===== src/core/ddl_pkg.sv =====
// Purpose: Shared constants for the DRAM data lane and refresh timing block
// Assumes: 25 MHz system clock sampling a slower true clock input
// Notes: Refresh times are kept in ns and converted to cycles here
package ddl_pkg;
    localparam int CLK_PERIOD_NS = 40;
    localparam int LANES = 2;
    localparam int LANE_W = 8;
    localparam int DATA_W = LANES * LANE_W;
    localparam int BANKS = 8;
    localparam int BANK_W = 3;
    localparam int ADDR_W = 6;
    localparam int DEPTH = 64;
    // Least times, rounded up to whole cycles
    localparam int ALLBANK_REFRESH_CYCLE_TIME_NS = 380;
    localparam int PERBANK_REFRESH_CYCLE_TIME_NS = 190;
    localparam int PERBANK_REFRESH_SPACING_NS = 90;
    localparam int ALLBANK_CYC = (ALLBANK_REFRESH_CYCLE_TIME_NS + CLK_PERIOD_NS - 1) / CLK_PERIOD_NS;
    localparam int PERBANK_CYC = (PERBANK_REFRESH_CYCLE_TIME_NS + CLK_PERIOD_NS - 1) / CLK_PERIOD_NS;
    localparam int SPACING_CYC = (PERBANK_REFRESH_SPACING_NS + CLK_PERIOD_NS - 1) / CLK_PERIOD_NS;
    localparam int CNT_W = 5;
    // Commands sampled at a true clock rising edge
    typedef enum logic [2:0] {
        DDL_CMD_NOP = 3'h0,
        DDL_CMD_WRITE = 3'h1,
        DDL_CMD_MASKED_WRITE = 3'h2,
        DDL_CMD_READ = 3'h3,
        DDL_CMD_REF_ALL = 3'h4,
        DDL_CMD_REF_BANK = 3'h5
    } ddl_cmd_t;
    typedef enum logic [1:0] {
        DDL_ST_IDLE = 2'h0,
        DDL_ST_STROBE_HI = 2'h1,
        DDL_ST_STROBE_LO = 2'h2
    } ddl_state_t;
    localparam logic [CNT_W-1:0] CNT_RESET = 5'h00;
endpackage


===== src/core/ddl_lane.sv =====
// Purpose: Data lanes, strobes, mask/inversion and refresh timing of a DRAM
// Assumes: true_clock_input is slow against clk and is sampled like any pin
// Notes: Small array model; one beat per command; mode bits are pins
`timescale 1ns/1ns
module ddl_lane
    import ddl_pkg::*;
#(
    parameter int ADDR_WIDTH = ADDR_W
) (
    // Clock and reset
    input wire logic clk,
    input wire logic rst,
    // Die reset pin, active low
    input wire logic reset_pin_n,
    // Link clock pair
    input wire logic true_clock_input,
    input wire logic complement_clock_input,
    // Command and address
    input wire logic [2:0] cmd,
    input wire logic [BANK_W-1:0] bank,
    input wire logic [ADDR_WIDTH-1:0] addr,
    // Mode settings
    input wire logic bus_inversion_en,
    input wire logic write_mask_en,
    // Data pins
    input wire logic [DATA_W-1:0] dq_in,
    output logic [DATA_W-1:0] dq_out,
    output logic [DATA_W-1:0] dq_oe,
    // Strobe pairs
    input wire logic [LANES-1:0] dqs_t_in,
    input wire logic [LANES-1:0] dqs_c_in,
    output logic [LANES-1:0] dqs_t_out,
    output logic [LANES-1:0] dqs_c_out,
    output logic [LANES-1:0] dqs_oe,
    // Mask/inversion lines
    input wire logic [LANES-1:0] mask_inversion_line_in,
    output logic [LANES-1:0] mask_inversion_line_out,
    output logic [LANES-1:0] mask_inversion_line_oe,
    // Status
    output logic allbank_busy,
    output logic [BANKS-1:0] bank_busy,
    output logic timing_violation
);
    // Two-stage synchronisers for every pin input except the strobe pair inputs, which are not used
    logic [1:0] ck_t_s;
    logic [1:0] ck_c_s;
    logic [1:0] rstn_s;
    logic ck_t_d;
    logic [2:0] cmd_s1, cmd_s2;
    logic [BANK_W-1:0] bank_s1, bank_s2;
    logic [ADDR_WIDTH-1:0] addr_s1, addr_s2;
    logic [DATA_W-1:0] dq_s1, dq_s2;
    logic [LANES-1:0] mi_s1, mi_s2;
    logic [1:0] mode_s1, mode_s2;
    logic die_rst;
    logic ck_rise;
    ddl_cmd_t cmd_now;

    always_ff @(posedge clk) begin
        if (rst) begin
            ck_t_s <= 2'h0;
            ck_c_s <= 2'h3;
            rstn_s <= 2'h0;
            ck_t_d <= 1'b0;
            cmd_s1 <= 3'h0;
            cmd_s2 <= 3'h0;
            bank_s1 <= '0;
            bank_s2 <= '0;
            addr_s1 <= '0;
            addr_s2 <= '0;
            dq_s1 <= '0;
            dq_s2 <= '0;
            mi_s1 <= '0;
            mi_s2 <= '0;
            mode_s1 <= 2'h0;
            mode_s2 <= 2'h0;
        end else begin
            ck_t_s <= {ck_t_s[0], true_clock_input};
            ck_c_s <= {ck_c_s[0], complement_clock_input};
            rstn_s <= {rstn_s[0], reset_pin_n};
            ck_t_d <= ck_t_s[1];
            cmd_s1 <= cmd;
            cmd_s2 <= cmd_s1;
            bank_s1 <= bank;
            bank_s2 <= bank_s1;
            addr_s1 <= addr;
            addr_s2 <= addr_s1;
            dq_s1 <= dq_in;
            dq_s2 <= dq_s1;
            mi_s1 <= mask_inversion_line_in;
            mi_s2 <= mi_s1;
            mode_s1 <= {write_mask_en, bus_inversion_en};
            mode_s2 <= mode_s1;
        end
    end

    assign die_rst = rst || !rstn_s[1];
    assign ck_rise = ck_t_s[1] && !ck_t_d && !ck_c_s[1];
    assign cmd_now = ck_rise ? ddl_cmd_t'(cmd_s2) : DDL_CMD_NOP;

    // Undo inversion on a received byte when the line flags it
    function automatic logic [LANE_W-1:0] lane_decode(input logic [LANE_W-1:0] b, input logic inv);
        lane_decode = inv ? ~b : b;
    endfunction

    // Array model, one word per address
    logic [DATA_W-1:0] mem [DEPTH];
    logic is_write;
    logic is_masked;
    assign is_write = (cmd_now == DDL_CMD_WRITE) || (cmd_now == DDL_CMD_MASKED_WRITE);
    assign is_masked = (cmd_now == DDL_CMD_MASKED_WRITE) && mode_s2[1];

    // write data is captured with the controller's strobe already ahead
    // One process owns the array; a process per lane would split its drivers
    always_ff @(posedge clk) begin
        for (int l = 0; l < LANES; l++) begin
            if (is_write && !(is_masked && mi_s2[l])) begin
                mem[addr_s2][l*LANE_W +: LANE_W] <= lane_decode(dq_s2[l*LANE_W +: LANE_W],
                    mode_s2[0] && !is_masked && mi_s2[l]);
            end
        end
    end

    genvar g;

    // Read path through the two-entry buffer
    logic rd_push;
    logic rd_ready;
    logic rd_valid;
    logic [DATA_W-1:0] rd_word;
    logic rd_pop;
    ddl_state_t state;
    assign rd_push = (cmd_now == DDL_CMD_READ);
    assign rd_pop = rd_valid && (state == DDL_ST_IDLE);

    ddl_skid #(.WIDTH(DATA_W)) u_buf (
        .clk(clk),
        .rst(die_rst),
        .in_valid(rd_push),
        .in_ready(rd_ready),
        .in_data(mem[addr_s2]),
        .out_valid(rd_valid),
        .out_ready(rd_pop),
        .out_data(rd_word)
    );

    // strobe state: drive high then low with data
    always_ff @(posedge clk) begin
        if (die_rst) begin
            state <= DDL_ST_IDLE;
        end else begin
            case (state)
                DDL_ST_IDLE: if (rd_pop) state <= DDL_ST_STROBE_HI;
                DDL_ST_STROBE_HI: state <= DDL_ST_STROBE_LO;
                DDL_ST_STROBE_LO: state <= DDL_ST_IDLE;
                default: state <= DDL_ST_IDLE;
            endcase
        end
    end

    generate
        for (g = 0; g < LANES; g++) begin : g_rd
            always_ff @(posedge clk) begin
                if (die_rst) begin
                    dq_out[g*LANE_W +: LANE_W] <= '0;
                    dq_oe[g*LANE_W +: LANE_W] <= '0;
                    mask_inversion_line_out[g] <= 1'b0;
                    mask_inversion_line_oe[g] <= 1'b0;
                    dqs_t_out[g] <= 1'b0;
                    dqs_c_out[g] <= 1'b1;
                    dqs_oe[g] <= 1'b0;
                end else if (rd_pop) begin
                    // invert byte with more than four ones
                    if (mode_s2[0] && ($countones(rd_word[g*LANE_W +: LANE_W]) > 4)) begin
                        dq_out[g*LANE_W +: LANE_W] <= ~rd_word[g*LANE_W +: LANE_W];
                        mask_inversion_line_out[g] <= 1'b1;
                    end else begin
                        dq_out[g*LANE_W +: LANE_W] <= rd_word[g*LANE_W +: LANE_W];
                        mask_inversion_line_out[g] <= 1'b0;
                    end
                    dq_oe[g*LANE_W +: LANE_W] <= '1;
                    mask_inversion_line_oe[g] <= mode_s2[0];
                    dqs_oe[g] <= 1'b1;
                    dqs_t_out[g] <= 1'b1;
                    dqs_c_out[g] <= 1'b0;
                end else if (state == DDL_ST_STROBE_HI) begin
                    dqs_t_out[g] <= 1'b0;
                    dqs_c_out[g] <= 1'b1;
                end else if (state == DDL_ST_STROBE_LO) begin
                    // Release the bus after one full strobe period
                    dq_oe[g*LANE_W +: LANE_W] <= '0;
                    mask_inversion_line_oe[g] <= 1'b0;
                    dqs_oe[g] <= 1'b0;
                end
            end
        end
    endgenerate

    // Refresh timers; the controller keeps the spacing, we flag misses
    logic [CNT_W-1:0] ab_cnt;
    logic [CNT_W-1:0] sp_cnt;
    logic [CNT_W-1:0] pb_cnt [BANKS];
    logic bank_cmd;
    logic violation;
    assign bank_cmd = (cmd_now == DDL_CMD_READ) || is_write || (cmd_now == DDL_CMD_REF_BANK);
    assign violation = (cmd_now != DDL_CMD_NOP) && ((ab_cnt != CNT_RESET)
        || (bank_cmd && pb_cnt[bank_s2] != CNT_RESET)
        || (cmd_now == DDL_CMD_REF_BANK && sp_cnt != CNT_RESET)
        || (rd_push && !rd_ready));

    always_ff @(posedge clk) begin
        if (die_rst) begin
            ab_cnt <= CNT_RESET;
            sp_cnt <= CNT_RESET;
            timing_violation <= 1'b0;
        end else begin
            if (cmd_now == DDL_CMD_REF_ALL) ab_cnt <= CNT_W'(ALLBANK_CYC);
            else if (ab_cnt != CNT_RESET) ab_cnt <= ab_cnt - 5'h01;
            if (cmd_now == DDL_CMD_REF_BANK) sp_cnt <= CNT_W'(SPACING_CYC);
            else if (sp_cnt != CNT_RESET) sp_cnt <= sp_cnt - 5'h01;
            // Sticky so a short miss is seen
            if (violation) timing_violation <= 1'b1;
        end
    end

    generate
        for (g = 0; g < BANKS; g++) begin : g_pb
            always_ff @(posedge clk) begin
                if (die_rst) begin
                    pb_cnt[g] <= CNT_RESET;
                end else if (cmd_now == DDL_CMD_REF_BANK && bank_s2 == BANK_W'(g)) begin
                    pb_cnt[g] <= CNT_W'(PERBANK_CYC);
                end else if (pb_cnt[g] != CNT_RESET) begin
                    pb_cnt[g] <= pb_cnt[g] - 5'h01;
                end
            end
            assign bank_busy[g] = (pb_cnt[g] != CNT_RESET);
        end
    endgenerate

    assign allbank_busy = (ab_cnt != CNT_RESET);
endmodule


===== src/core/ddl_skid.sv =====
// Purpose: Two-entry buffer with valid and ready on both sides
// Assumes: Single clock domain
// Notes: Ready on the fill side drops only when both entries hold data
`timescale 1ns/1ns
module ddl_skid #(
    parameter int WIDTH = 16
) (
    // Clock and reset
    input wire logic clk,
    input wire logic rst,
    // Fill side
    input wire logic in_valid,
    output logic in_ready,
    input wire logic [WIDTH-1:0] in_data,
    // Drain side
    output logic out_valid,
    input wire logic out_ready,
    output logic [WIDTH-1:0] out_data
);
    logic [WIDTH-1:0] mem [2];
    logic wr_ptr;
    logic rd_ptr;
    logic [1:0] count;
    logic push;
    logic pop;

    // Honest full and empty flags
    assign in_ready = (count != 2'h2);
    assign out_valid = (count != 2'h0);
    assign push = in_valid && in_ready;
    assign pop = out_valid && out_ready;
    assign out_data = mem[rd_ptr];

    // Storage and pointers
    always_ff @(posedge clk) begin
        if (rst) begin
            wr_ptr <= 1'b0;
            rd_ptr <= 1'b0;
            count <= 2'h0;
            mem[0] <= '0;
            mem[1] <= '0;
        end else begin
            if (push) begin
                mem[wr_ptr] <= in_data;
                wr_ptr <= ~wr_ptr;
            end
            if (pop) begin
                rd_ptr <= ~rd_ptr;
            end
            count <= count + {1'b0, push} - {1'b0, pop};
        end
    end
endmodule


===== config.mk =====
export PLATFORM = sky130hd
export DESIGN_NAME = ddl_lane
export DESIGN_NICKNAME = d
export VERILOG_FILES = /design/src/core/ddl_pkg.sv /design/src/core/ddl_lane.sv /design/src/core/ddl_skid.sv
export SDC_FILE = /design/constraint.sdc
export NUM_CORES = 1
export LEC_CHECK = 0
export BUFFER_PORTS_ARGS = -buffer_cell sky130_fd_sc_hd__clkbuf_2
export CELL_PAD_IN_SITES_DETAIL_PLACEMENT = 1
export CELL_PAD_IN_SITES_GLOBAL_PLACEMENT = 2
export CORE_MARGIN = 4
export CORE_UTILIZATION = 30
export DETAILED_ROUTE_END_ITERATION = 8
export PLACE_DENSITY_LB_ADDON = 0.08
export SLEW_MARGIN = 25
export SYNTH_ARGS = -nofsm -noshare
export SYNTH_HDL_FRONTEND = slang
export SYNTH_SLANG_ARGS = --single-unit

===== constraint.sdc =====
create_clock -name clk -period 12 [get_ports clk]
set_input_delay 1.8 -clock clk [delete_from_list [all_inputs] [get_ports clk]]
set_output_delay 1.8 -clock clk [all_outputs]
set_load 0.02 [all_outputs]

# Yosys cells after proc, flatten, opt, wreduce, memory -nomap -nowiden
# Memories as Yosys holds them, arrays and structs flattened. A register that Yosys moved wholly into a read port is not among the register bits.
# Cells that the tools add are included.
[totals] n_memories=3 register_bits=118 output_inout_bits=52 wordCells=280 mem_bits_rw=1096
[mem_list] memory="mem" depth=64 width=16 read_ports=1 rd_clocked_by_memory_dff=1 write_ports=1 line="ddl_lane.sv:107" rtl="logic [DATA_W-1:0] mem [DEPTH];"
[mem_list] memory="pb_cnt" depth=8 width=5 read_ports=9 rd_clocked_by_memory_dff=1 write_ports=8 line="ddl_lane.sv:202" rtl="logic [CNT_W-1:0] pb_cnt [BANKS];"
[mem_list] memory="u_buf.mem" depth=2 width=16 read_ports=1 rd_clocked_by_memory_dff=1 write_ports=2 line="ddl_skid.sv:20" rtl="logic [WIDTH-1:0] mem [2];"
[classes] bitwise_logic=22 n_eq_ne=17 add_sub_neg=26 muxes=112 n_lt_le_gt_ge=2 n_reduce_logical=64
[op_table] cell="$mux 5" count=16
[op_table] cell="$mux 1" count=79
[op_table] cell="$mux 8" count=7
[op_table] cell="$reduce_bool 5->1" count=11
[op_table] cell="$sub 5x1->5 const B" count=10
[op_table] cell="$not 8->8" count=4
[op_table] cell="$logic_and 1x1->1" count=27
[op_table] cell="$eq 3x3->1 const B" count=6
[op_table] cell="$add 1x1->2" count=8
[op_table] cell="$mux 16" count=1
[op_table] cell="$or 1x1->1" count=16
[op_table] cell="$reduce_or 16->1" count=1
[op_table] cell="$add 2x2->3" count=4
[op_table] cell="$eq 3x2->1 const B" count=4
[op_table] cell="$reduce_bool 2->1" count=5
[op_table] cell="$add 3x3->4" count=2
[op_table] cell="$gt 4x3->1 const B" count=2
[op_table] cell="$mux 4" count=2
[op_table] cell="$logic_not 1->1" count=7
[op_table] cell="$logic_or 1x1->1" count=7
[op_table] cell="$eq 3x1->1 const B" count=2
[op_table] cell="$mux 2" count=3
[op_table] cell="$mux 3" count=2
[op_table] cell="$mux 6" count=1
[op_table] cell="13 further kinds" count=16

# Logic depth before layout (Yosys ltp)
# Gate-level depths: netlist of run 1.
[logic_depth] ltp_word=13 mapped_depth=17

# Hierarchy
# From an unflattened synthesis of run 1, not the netlist that was laid out.
[unflattened] cells_unflattened=3003 hier_area_um2=48156.2
[modules_own_cells] mod="ddl_lane" area_per_inst_um2=46474.6 n_inst=1 seq_area_each_um2=34072.7 cells_each=2875
[modules_own_cells] mod="ddl_skid" area_per_inst_um2=1681.6 n_inst=1 seq_area_each_um2=1061.0 cells_each=128

# Least setup slack after synthesis of run 1
# Ideal clock, no wire load.
[synth_path] path_type="register -> register" startpoint="reg (tool-made name)" endpoint="reg dq_out[2]" arrival_ns=4.715 required_time_ns=11.868 slack_ns=7.153 period_less_slack_ns=4.847 setup_ns=0.132 stages_incl_launch_ff=18 n_path_buf=4 cell_sequence="dfxtp_1 clkbuf_1 clkbuf_1 mux2_2 fa_1 fa_1 fa_1 ha_1 inv_1 fa_1 nand2b_1 a221o_1 a22o_1 clkbuf_1 clkbuf_1 a21o_1 nand3_1 a21oi_1"
[synth_rtl] item="end signal: indexed assignment" line="ddl_lane.sv:175" rtl="dq_out[g*LANE_W +: LANE_W] <= ~rd_word[g*LANE_W +: LANE_W];"
[synth_rtl] item="end signal: indexed assignment" line="ddl_lane.sv:178" rtl="dq_out[g*LANE_W +: LANE_W] <= rd_word[g*LANE_W +: LANE_W];"
[synth_rtl] item="end: declaration" line="ddl_lane.sv:27" rtl="output logic [DATA_W-1:0] dq_out,"

==> results of run 1 <==
## cell usage after synthesis, types with 10 or more instances
cell / count / area, µm²
edfxtp_1: 1096 / 32910
nor2_1: 219 / 822.0
mux2i_1: 164 / 1642
nand2_1: 136 / 510.5
dfxtp_1: 111 / 2222
a21oi_1: 92 / 460.4
mux2_2: 91 / 1025
clkbuf_1: 86 / 322.8
a22oi_1: 81 / 608.1
nor2b_1: 80 / 500.5
a221oi_1: 78 / 683.2
nand3_1: 75 / 375.4
buf_2: 58 / 290.3
o22ai_1: 53 / 331.6
mux4_2: 49 / 1104
buf_4: 44 / 330.3
inv_1: 42 / 157.7
o21ai_0: 41 / 205.2
a22o_1: 32 / 280.3
xnor2_1: 27 / 236.5
buf_1: 23 / 86.33
nor3_1: 22 / 110.1
a221o_1: 21 / 210.2
a31oi_1: 21 / 131.4
ha_1: 18 / 225.2
a21o_1: 17 / 127.6
nand2b_1: 16 / 100.1
and3_1: 15 / 93.84
o221ai_1: 14 / 122.6
a211oi_1: 12 / 90.09
o22a_1: 12 / 105.1
nand3b_1: 11 / 82.58
and3b_1: 10 / 87.58
nor4_1: 10 / 62.56
o2bb2ai_1: 10 / 87.58
## per-layer routing
| metal | global-route usage [%] | vias to the layer above | routed length, µm |
|---|---|---|---|
| met3 | 3.068 | 184 | 6782 |
| met4 | 5.017 | 0 | 3373 |
| li1 | - | 12095 | - |
| met2 | 32.31 | 663 | 79440 |
| met1 | 26.57 | 14913 | 74570 |
| met5 | 0 | - | 0 |
## area by class of cell
| type | count | share of cell area [%] |
|---|---|---|
| sequential | 1207 | 63.29 |
| inverter | 44 | 0.2974 |
| clock buffer | 185 | 7.122 |
| clock inverter | 69 | 1.093 |
| multi-input combinational | 1572 | 21.74 |
| timing repair buffer | 159 | 1.789 |
| tap | 2072 | 4.668 |
## final timing paths
path / cells after the start / from / endpoint
worst max register to register: 9 / addr_s2[2] / u_buf.mem[0][11]
worst max-delay path: 9 / addr_s2[2] / u_buf.mem[0][11]
worst min register to register: 1 / ck_c_s[0] / ck_c_s[1]
worst min-delay path: 1 / ck_c_s[0] / ck_c_s[1]
## state kept, by name (all words and copies together) (netlist names), 3 cells and up, named ones only
name and flops:
sp_cnt 5, dq_out 16, bank_s2 3, addr_s2 6, u_buf.mem 32, cmd_s1 3, cmd_s2 3, addr_s1 6
pb_cnt 40, dq_s1 16, bank_s1 3, dq_s2 16, ab_cnt 5, mem 1024
## critical path, delay by kind of cell (launching register included)
family                 cells  cell delay [ps]
AOI/OAI and AO/OA          3             1250
DFF                        1              570
buffers and inverters      3             1820
and+or+nand+nor            3             1240
## kinds of logic (layout without fill, tap and decap cells)
logic type	after synthesis	after routing
multiplexers	308	308
AO/OA/AOI/OAI	549	549
AND/OR/NAND/NOR	653	653
XOR/XNOR	36	36
flip-flops	1207	1207
adder cells (fa/ha/maj)	26	26
buffers and inverters	264	457
## power breakdown
part	switching [W]	internal [W]	total, W
clock network	0.00173	0.00253	0.00426
registers	0.0000174	0.00459	0.00461
logic	0.000324	0.000128	0.000452
## metrics by stage
stage / cell area (µm²) / util (%) / total power, W / cells
6_report: 55530 / 34.94 / 0.009320 / 5308
5_1_grt: 55530 / 34.94 / 0.009648 / 5308
4_1_cts: 55480 / 34.91 / 0.009448 / 5308
3_5_place_dp: 50910 / 32.04 / 0.005157 / 5054
3_3_place_gp: 50860 / 32.00 / 0.005149 / 5052
2_1_floorplan: 48170 / - / 0.004942 / 3043
==> metrics.txt, run 1 <==
outcome complete, no violations; gr usage total 19.43%; Post-Place Worst Slack between 6000 and 7000 ps; Hold Path Class reg -> reg; Synth Instances 3043; Post-synth EDFFs roughly 1100; drt pass-1 iters 5; Clock Path Buffers 3; Synth Area in Adders less than 1%; antenna violations before repair 5; CP Capture Type flop; most frequent cells in the layout edfxtp_1 (1096), nor2_1 (185), mux2i_1 (164), clkbuf_16 (150), nand2_1 (129); die area 167000 µm²; pin count of the biggest net entering global routing 90; routed wire length approximately 160000 µm; LEAKAGE about 17 nW; Detail Route Antenna Nets 0; Root Driver clkbuf_16; Boundary Pins a little over 90; Hold Fails Final Rpt 0; CP max stage cell nor4_2; Async SR Flop Fraction 0%; hold buffer count at cts 0; Antenna Cells 0; Layout area overhead 15.29%; sequential share of the synthesized area between 70% and 80%; Synth cell types 77; vias per cell about 5.2; Final period util approximately 44%; most used cell, CP buf_4; CP required 12460 ps; Netlist Area Pre-Place about 48000 µm²; setup TNS 0 ps; H-tree levels 4; Worst Tran Pin Value about 1200 ps; port bufs 88; Post-route DRC 0; register area 35150 µm²; WL per Instance just over 30 µm; Core ar. approximately 160000 µm²; initial drt markers roughly 2300; most common cell after layout, fill and taps aside edfxtp_1; Synth Warn # 0; Cell Pwr Density roughly 170 nW/µm²; nets roughly 3200; Die Y slightly above 400 µm; Slew HR between 20% and 30%; clock sink count ~1200; Worst setup SP type flop; area fraction in and, or, nand and nor cells after synthesis 6.637%; Fin Clk Skew ~24 ps; CP cell instances buf_4 > buf_4 > nor2_4 > buf_4 > a32o_1 > a211oi_1 > o22ai_1 > nor4_2 > nor2_1; vias in the first global route 29470; first-pass GRT wire length around 230000 µm; Mapped Avg Cell Area 15.83 µm²; post-CTS sizing 0; dpl hpwl around 100000 µm; Seq cells post-synth 1207; Slew Limit Fails 0; final setup violation count 0; Max Cap Viol 0; minimum clock period ~5300 ps; global placement routability congestion ~0.76; Highest Clock Rate roughly 190 MHz; vias roughly 28000; die width 408.7 µm; unrepaired setup endpoints after global routing false; Worst IR Drop VDD approximately 0.098 mV; Reg clk slew, reported paths 60 ps; area of the multi-input gates between 10000 and 15000 µm²; largest family of logic cells by synthesized area compound AO/OA/AOI/OAI gates; Mapped Nets 3110; Min Hold Slack 421.9 ps; Synth Flop Type edfxtp_1; critical path fanouts, max between 40 and 50; fillers between 15000 and 20000; compound-gate portion of the synthesized area under 10%; xor and xnor area share after synthesis less than 1%; final worst setup slack between 6000 and 7000 ps; post-synthesis mux area share between 7 and 8%; post-CTS setup buffers 0; # rows roughly 150; Starting Density 30.31%; Worst Path Class, Setup reg -> reg; GRT overflow 0; r2r setup slk around 6700 ps; CP peak stage delay 830 ps; Num CTS Buffers 141; later-pin clock latency in the skew report between 700 and 800 ps; share of layout cells above drive strength 1 roughly a fifth; CTS tree done; Worst Path Arrival 5760 ps
Note: power is estimated with default switching activity, not from simulation.
==> run 2, diff against run 1 <==
- clock period: 12 -> 4.7 ns (I/O delays scaled with it)
==> run 2 against run 1 <==
Sequential share of layout area shrank 1.2 points. Clock skew about the same. Clock power rose to 2.5 times the previous value. Setup slack lost 6400 ps. Global-route usage rose by 0.37 points. Die area unchanged. Maximum frequency is 20% higher. Register-to-register slack worse by 6400 ps. Critical endpoint is now dq_out[4]. Non-clock buffer count increased by 141. Via count up 3.0%. Sequential power increased to 2.6 times the previous value.
==> metrics.txt, run 2 (synthesis gave the netlist of run 1 again) <==
Core ar. 158900 µm² (unchanged); clock sink count 1207 (unchanged); vias 28703 (was 27855); nets 3335 (was 3192); dpl hpwl 106800 µm (was 97450 µm); first-pass GRT wire length 235700 µm (was 231900 µm); critical path fanouts, max 17 (was 43); CTS tree done (unchanged); most used cell, CP fa_1 (was buf_4); pin count of the biggest net entering global routing 78 (was 90); outcome complete, no violations (unchanged); vias in the first global route 29900 (was 29470); share of layout cells above drive strength 1 20.99% (was 18.67%); post-CTS setup buffers 0 (unchanged); CP cell instances buf_4 > mux2_2 > fa_1 > fa_1 > fa_1 > ha_1 > inv_1 > fa_1 > nand2b_1 > a221o_1 > a22o_2 > a21o_1 > nand3_1 > a21oi_1 (was buf_4 > buf_4 > nor2_4 > buf_4 > a32o_1 > a211oi_1 > o22ai_1 > nor4_2 > nor2_1); Final Util 35.63% (was 34.94%); Worst Path Arrival 5040 ps (was 5760 ps); switching power 0.005277 W (was 0.002069 W); initial drt markers 2537 (was 2333); CP max stage cell fa_1 (was nor4_2); Largest Register mem (unchanged); Highest Clock Rate 226.8 MHz (was 188.4 MHz); Hold Fails Final Rpt 0 (unchanged); Largest register FFs 1024 (unchanged); die area 167000 µm² (unchanged); Worst IR Drop VDD 0.3674 mV (was 0.09810 mV); unrepaired setup endpoints after global routing false (unchanged); most frequent cells in the layout edfxtp_1 (1096), nor2_1 (205), buf_4 (197), mux2i_1 (164), clkbuf_16 (153) (was edfxtp_1 (1096), nor2_1 (185), mux2i_1 (164), clkbuf_16 (150), nand2_1 (129)); most common cell after layout, fill and taps aside edfxtp_1 (unchanged); CP required 5330 ps (was 12460 ps); gr usage total 19.80% (was 19.43%); Root Driver clkbuf_16 (unchanged); Post-route DRC 0 (unchanged); antenna violations before repair 7 (was 5); WL per Instance 30.69 µm (was 30.93 µm); Largest regs mem x1024, pb_cnt x40, u_buf.mem x32 (unchanged); switching share of total power 22.28% (was 22.20%); Final period util 93.81% (was 44.23%); Num CTS Buffers 143 (was 141); CP peak stage delay 570 ps (was 830 ps); Layout area overhead 17.57% (was 15.29%); port bufs 88 (unchanged); final setup violation count 0 (unchanged); later-pin clock latency in the skew report 770 ps (was 760 ps); worst r2r path cells 14 (was 9); Worst Path Class, Setup reg -> reg (unchanged); Seq pwr share 49.8% (was 49.5%); H-tree levels 4 (unchanged); vias per cell 5.263 (was 5.248); Boundary Pins 93 (unchanged); # rows 146 (unchanged); Reg clk slew, reported paths 60 ps (about the same); clock network power share 45.1% (was 45.7%); minimum clock period 4409 ps (was 5308 ps); hold buffer count at cts 0 (unchanged); CP Capture Type flop (unchanged); Starting Density 30.31% (unchanged); Max Cap Viol 0 (unchanged); Worst Tran Pin Value 1112 ps (was 1159 ps); LEAKAGE 17.55 nW (was 16.80 nW); Slew HR 25.74% (was 22.77%); GRT overflow 0 (unchanged); die width 408.7 µm (unchanged); setup TNS 0 ps (unchanged); Clock Path Buffers 3 (unchanged); Fin Clk Skew 23.13 ps (was 23.53 ps); Slew Limit Fails 0 (unchanged); fillers 16046 (was 15962); Cell Pwr Density 418.3 nW/µm² (was 167.8 nW/µm²); Hold Path Depth 2 (was 1); drt pass-1 iters 5 (unchanged); power share of the combinational group 5.1% (was 4.8%); Detail Route Antenna Nets 0 (unchanged); Hold Path Class in -> reg (was reg -> reg); routed wire length 167400 µm (was 164200 µm); global placement routability congestion 0.7757 (was 0.7573); Worst setup SP type flop (unchanged); Die Y 408.7 µm (unchanged); internal power contribution 0.01841 W (was 0.007251 W)
run 2: cell types whose count changed in the layout (fill, tap and decap cells not counted), moves of 7 or more:
cell      previous run  this run
nand2_2              7         0
buf_12               1        13
nand2_1            129       136
nor2_2              31        11
nor2_1             185       205
clkbuf_1            28        38
buf_4               68       197
run 2: critical path, delay by kind of cell (launching register included):
family	cells	cell delay, ps
AND/OR/NAND/NOR	2	150
buffers and inverters	2	250
adder cells (fa/ha/maj)	5	2190
AO/OA/AOI/OAI	4	960
flip-flops	1	330
multiplexers	1	390
run 2: layout make-up:
class                      count  area [µm²]  area share (%)
antenna                        4       10.01         0.01767
clock buffer                 195        4026           7.110
clock inverter                60       457.9          0.8086
inverter                      44       165.2          0.2916
multi-input combinational   1572       12000           21.19
sequential                  1207       35150           62.06
tap                         2072        2592           4.578
timing repair buffer         300        2235           3.946
run 2: power by group through the flow:
stage | combinational (W) | sequential, W | clock, W
final | 0.00122 | 0.0118 | 0.0107
after global routing | 0.00129 | 0.0118 | 0.0114
after CTS | 0.00123 | 0.0118 | 0.0110
after detailed placement | 0.00123 | 0.0120 | 0
after global placement | 0.00120 | 0.0120 | 0
after floorplan | 0.000633 | 0.0120 | 0
run 2: worst paths after layout:
check / start / endpoint / slack (ps)
hold / removal: complement_clock_input / ck_c_s[0] / 130
setup / recovery: flop / dq_out[4] / 290
hold reg to reg: ck_c_s[0] / ck_c_s[1] / 410
setup reg to reg: flop / dq_out[4] / 290
run 2: metal layers:
metal	part of all wire [%]	vias to the layer above	GRT usage (%)
met5	0	-	0
met4	1.9	0	4.758
met3	4.5	176	2.829
met2	48	753	32.61
met1	45	15369	27.70
li1	-	12405	-
run 2: what timing repair did:
item,CTS,global route
endpoints found under the setup margin,0,3
hold endpoints to repair,0,0
resized for setup,0,2
run 2: per-stage QoR:
| step | hold WS [ps] | total power [W] | cells | instance area (µm²) | setup slack, ps |
|---|---|---|---|---|---|
| 3_5_place_dp | 402.9 | 0.01324 | 5195 | 52110 | 165.2 |
| 5_1_grt | 91.67 | 0.02451 | 5450 | 56620 | 96.41 |
| 4_1_cts | 57.52 | 0.02399 | 5450 | 56590 | 158.7 |
| 2_1_floorplan | 389.5 | 0.01262 | 3043 | 48170 | 115.5 |
| 6_report | 132.2 | 0.02369 | 5454 | 56630 | 291.1 |
| 3_3_place_gp | 416.0 | 0.01320 | 5193 | 52040 | 190.2 |
==> run 3, diff against run 2 <==
- CELL_PAD_IN_SITES_DETAIL_PLACEMENT: 1 -> 2
==> run 3 against run 2 <==
Clock skew up 3.1 ps. Routed wire length up 3.5%. Die area unchanged. Design area about the same. Sequential share of layout area about the same. Core utilization about the same. Maximum frequency down 0.60%. Clock power about the same. Register-to-register slack worse by 30 ps. Global-route usage up 0.67 points. Non-clock buffer count unchanged. Critical path type unchanged.
==> metrics.txt, run 3 (synthesis gave the netlist of run 1 again) <==
outcome complete, no violations (unchanged); setup TNS 0 ps (unchanged); initial drt markers 2603 (was 2537); Layout area overhead 17.55% (was 17.57%); post-CTS setup buffers 0 (unchanged); r2r setup slk 260 ps (was 290 ps); Max Cap Viol 0 (unchanged); Hold Startpoint complement_clock_input (unchanged); Starting Density 30.31% (unchanged); die area 167000 µm² (unchanged); Worst setup SP type flop (unchanged); Final period util 94.37% (was 93.81%); routed wl met3 7513 µm (was 7526 µm); Worst Path Arrival 5050 ps (was 5040 ps); GRT overflow 0 (unchanged); Root Driver clkbuf_16 (unchanged); global placement routability congestion 0.7757 (unchanged); unrepaired setup endpoints after global routing false (unchanged); Largest regs mem x1024, pb_cnt x40, u_buf.mem x32 (unchanged); vias in the first global route 31327 (was 29900); antenna violations before repair 4 (was 7); vias 29078 (was 28703); # rows 146 (unchanged); drt pass-1 iters 5 (unchanged); CP required 5320 ps (was 5330 ps); Fin Clk Skew 26.21 ps (was 23.13 ps); Slew HR 26.17% (was 25.74%); vias per cell 5.335 (was 5.263); dpl hpwl 110600 µm (was 106800 µm); fillers 15766 (was 16046); Reg clk slew, reported paths 60 ps (about the same); Post-route DRC 0 (unchanged); critical path fanouts, max 17 (unchanged); WL per Instance 31.78 µm (was 30.69 µm); pin count of the biggest net entering global routing 78 (unchanged); minimum clock period 4435 ps (was 4409 ps); most common cell after layout, fill and taps aside edfxtp_1 (unchanged); final setup violation count 0 (unchanged); Hold Path Class in -> reg (unchanged); most frequent cells in the layout edfxtp_1 (1096), nor2_1 (201), buf_4 (197), mux2i_1 (164), clkbuf_16 (154) (was edfxtp_1 (1096), nor2_1 (205), buf_4 (197), mux2i_1 (164), clkbuf_16 (153)); routed wire length 173200 µm (was 167400 µm); CP Capture Type flop (unchanged); top sig layer met4 (unchanged); Worst Path Class, Setup reg -> reg (unchanged); H-tree levels 4 (unchanged); nets 3338 (was 3335); Clock Path Buffers 3 (unchanged); Final Util 35.63% (about the same); Cell Pwr Density 419.7 nW/µm² (was 418.3 nW/µm²); Detail Route Antenna Nets 0 (unchanged); Core ar. 158900 µm² (unchanged); die width 408.7 µm (unchanged); gr usage total 20.47% (was 19.80%); Largest register FFs 1024 (unchanged); Boundary Pins 93 (unchanged); clock sink count 1207 (unchanged); Highest Clock Rate 225.5 MHz (was 226.8 MHz); Worst Tran Pin Value 1106 ps (was 1112 ps); Routed met1 length 78270 µm (was 76150 µm); later-pin clock latency in the skew report 770 ps (about the same); Hold Fails Final Rpt 0 (unchanged); Slew Limit Fails 0 (unchanged); Largest Register mem (unchanged); CTS tree done (unchanged); wire length on met2 84100 µm (was 80460 µm); Die Y 408.7 µm (unchanged); LEAKAGE 17.54 nW (was 17.55 nW); first-pass GRT wire length 245500 µm (was 235700 µm); Worst IR Drop VDD 0.3465 mV (was 0.3674 mV); port bufs 88 (unchanged); share of layout cells above drive strength 1 20.94% (was 20.99%); Num CTS Buffers 146 (was 143)
[run 3: layout make-up]
| type | count | area (µm²) | share of cell area, % |
|---|---|---|---|
| timing repair buffer | 300 | 2235 | 3.947 |
| clock inverter | 55 | 390.4 | 0.6894 |
| sequential | 1207 | 35150 | 62.07 |
| inverter | 44 | 165.2 | 0.2917 |
| antenna | 2 | 5.005 | 0.008839 |
| tap | 2072 | 2592 | 4.579 |
| multi-input combinational | 1572 | 12010 | 21.21 |
| clock buffer | 198 | 4079 | 7.204 |
[run 3: power by group]
| part | switching, W | internal [W] |
|---|---|---|
| clock network | 0.00444 | 0.00631 |
| registers | 0.0000577 | 0.0117 |
| logic | 0.000857 | 0.000375 |
| total | 0.00535 | 0.0184 |
[run 3: metrics by stage]
stage	setup WS [ps]	total power, W	cells	area, µm²	hold slack, ps
after CTS	120.0	0.02405	5448	56580	63.61
after detailed placement	131.2	0.01325	5195	52110	402.0
after global placement	190.2	0.01320	5193	52040	416.0
after floorplan	115.5	0.01262	3043	48170	389.5
after global routing	45.49	0.02458	5448	56620	88.15
final	264.6	0.02377	5450	56620	135.5
[run 3: timing repair]
| action | in CTS | in global routing |
|---|---|---|
| hold endpoints to repair | 0 | 0 |
| endpoints found under the setup margin | 0 | 15 |
| hold buffers | 0 | 0 |
| resized for setup | 0 | 2 |
[run 3: final timing paths]
path               end  depth (start not counted)
max          dq_out[1]                         14
min          ck_c_s[0]                          2
max reg2reg  dq_out[1]                         14
min reg2reg  ck_c_s[1]                          1
[run 3: per-layer routing]
layer  track usage [%]  vias to the layer above
met1             28.29                    15795
li1                  -                    12368
met5                 0                        -
met3             2.837                      196
met4             4.530                        0
met2             34.34                      719
[run 3: worst max-delay path: stages (launching register included)]
cell and delay, ps:
dfxtp_1 330, buf_4 170, mux2_2 390, fa_1 580
fa_1 430, fa_1 500, ha_1 170, inv_1 70
fa_1 530, nand2b_1 80, a221o_1 310, a22o_2 380
a21o_1 220, nand3_1 80, a21oi_1 60
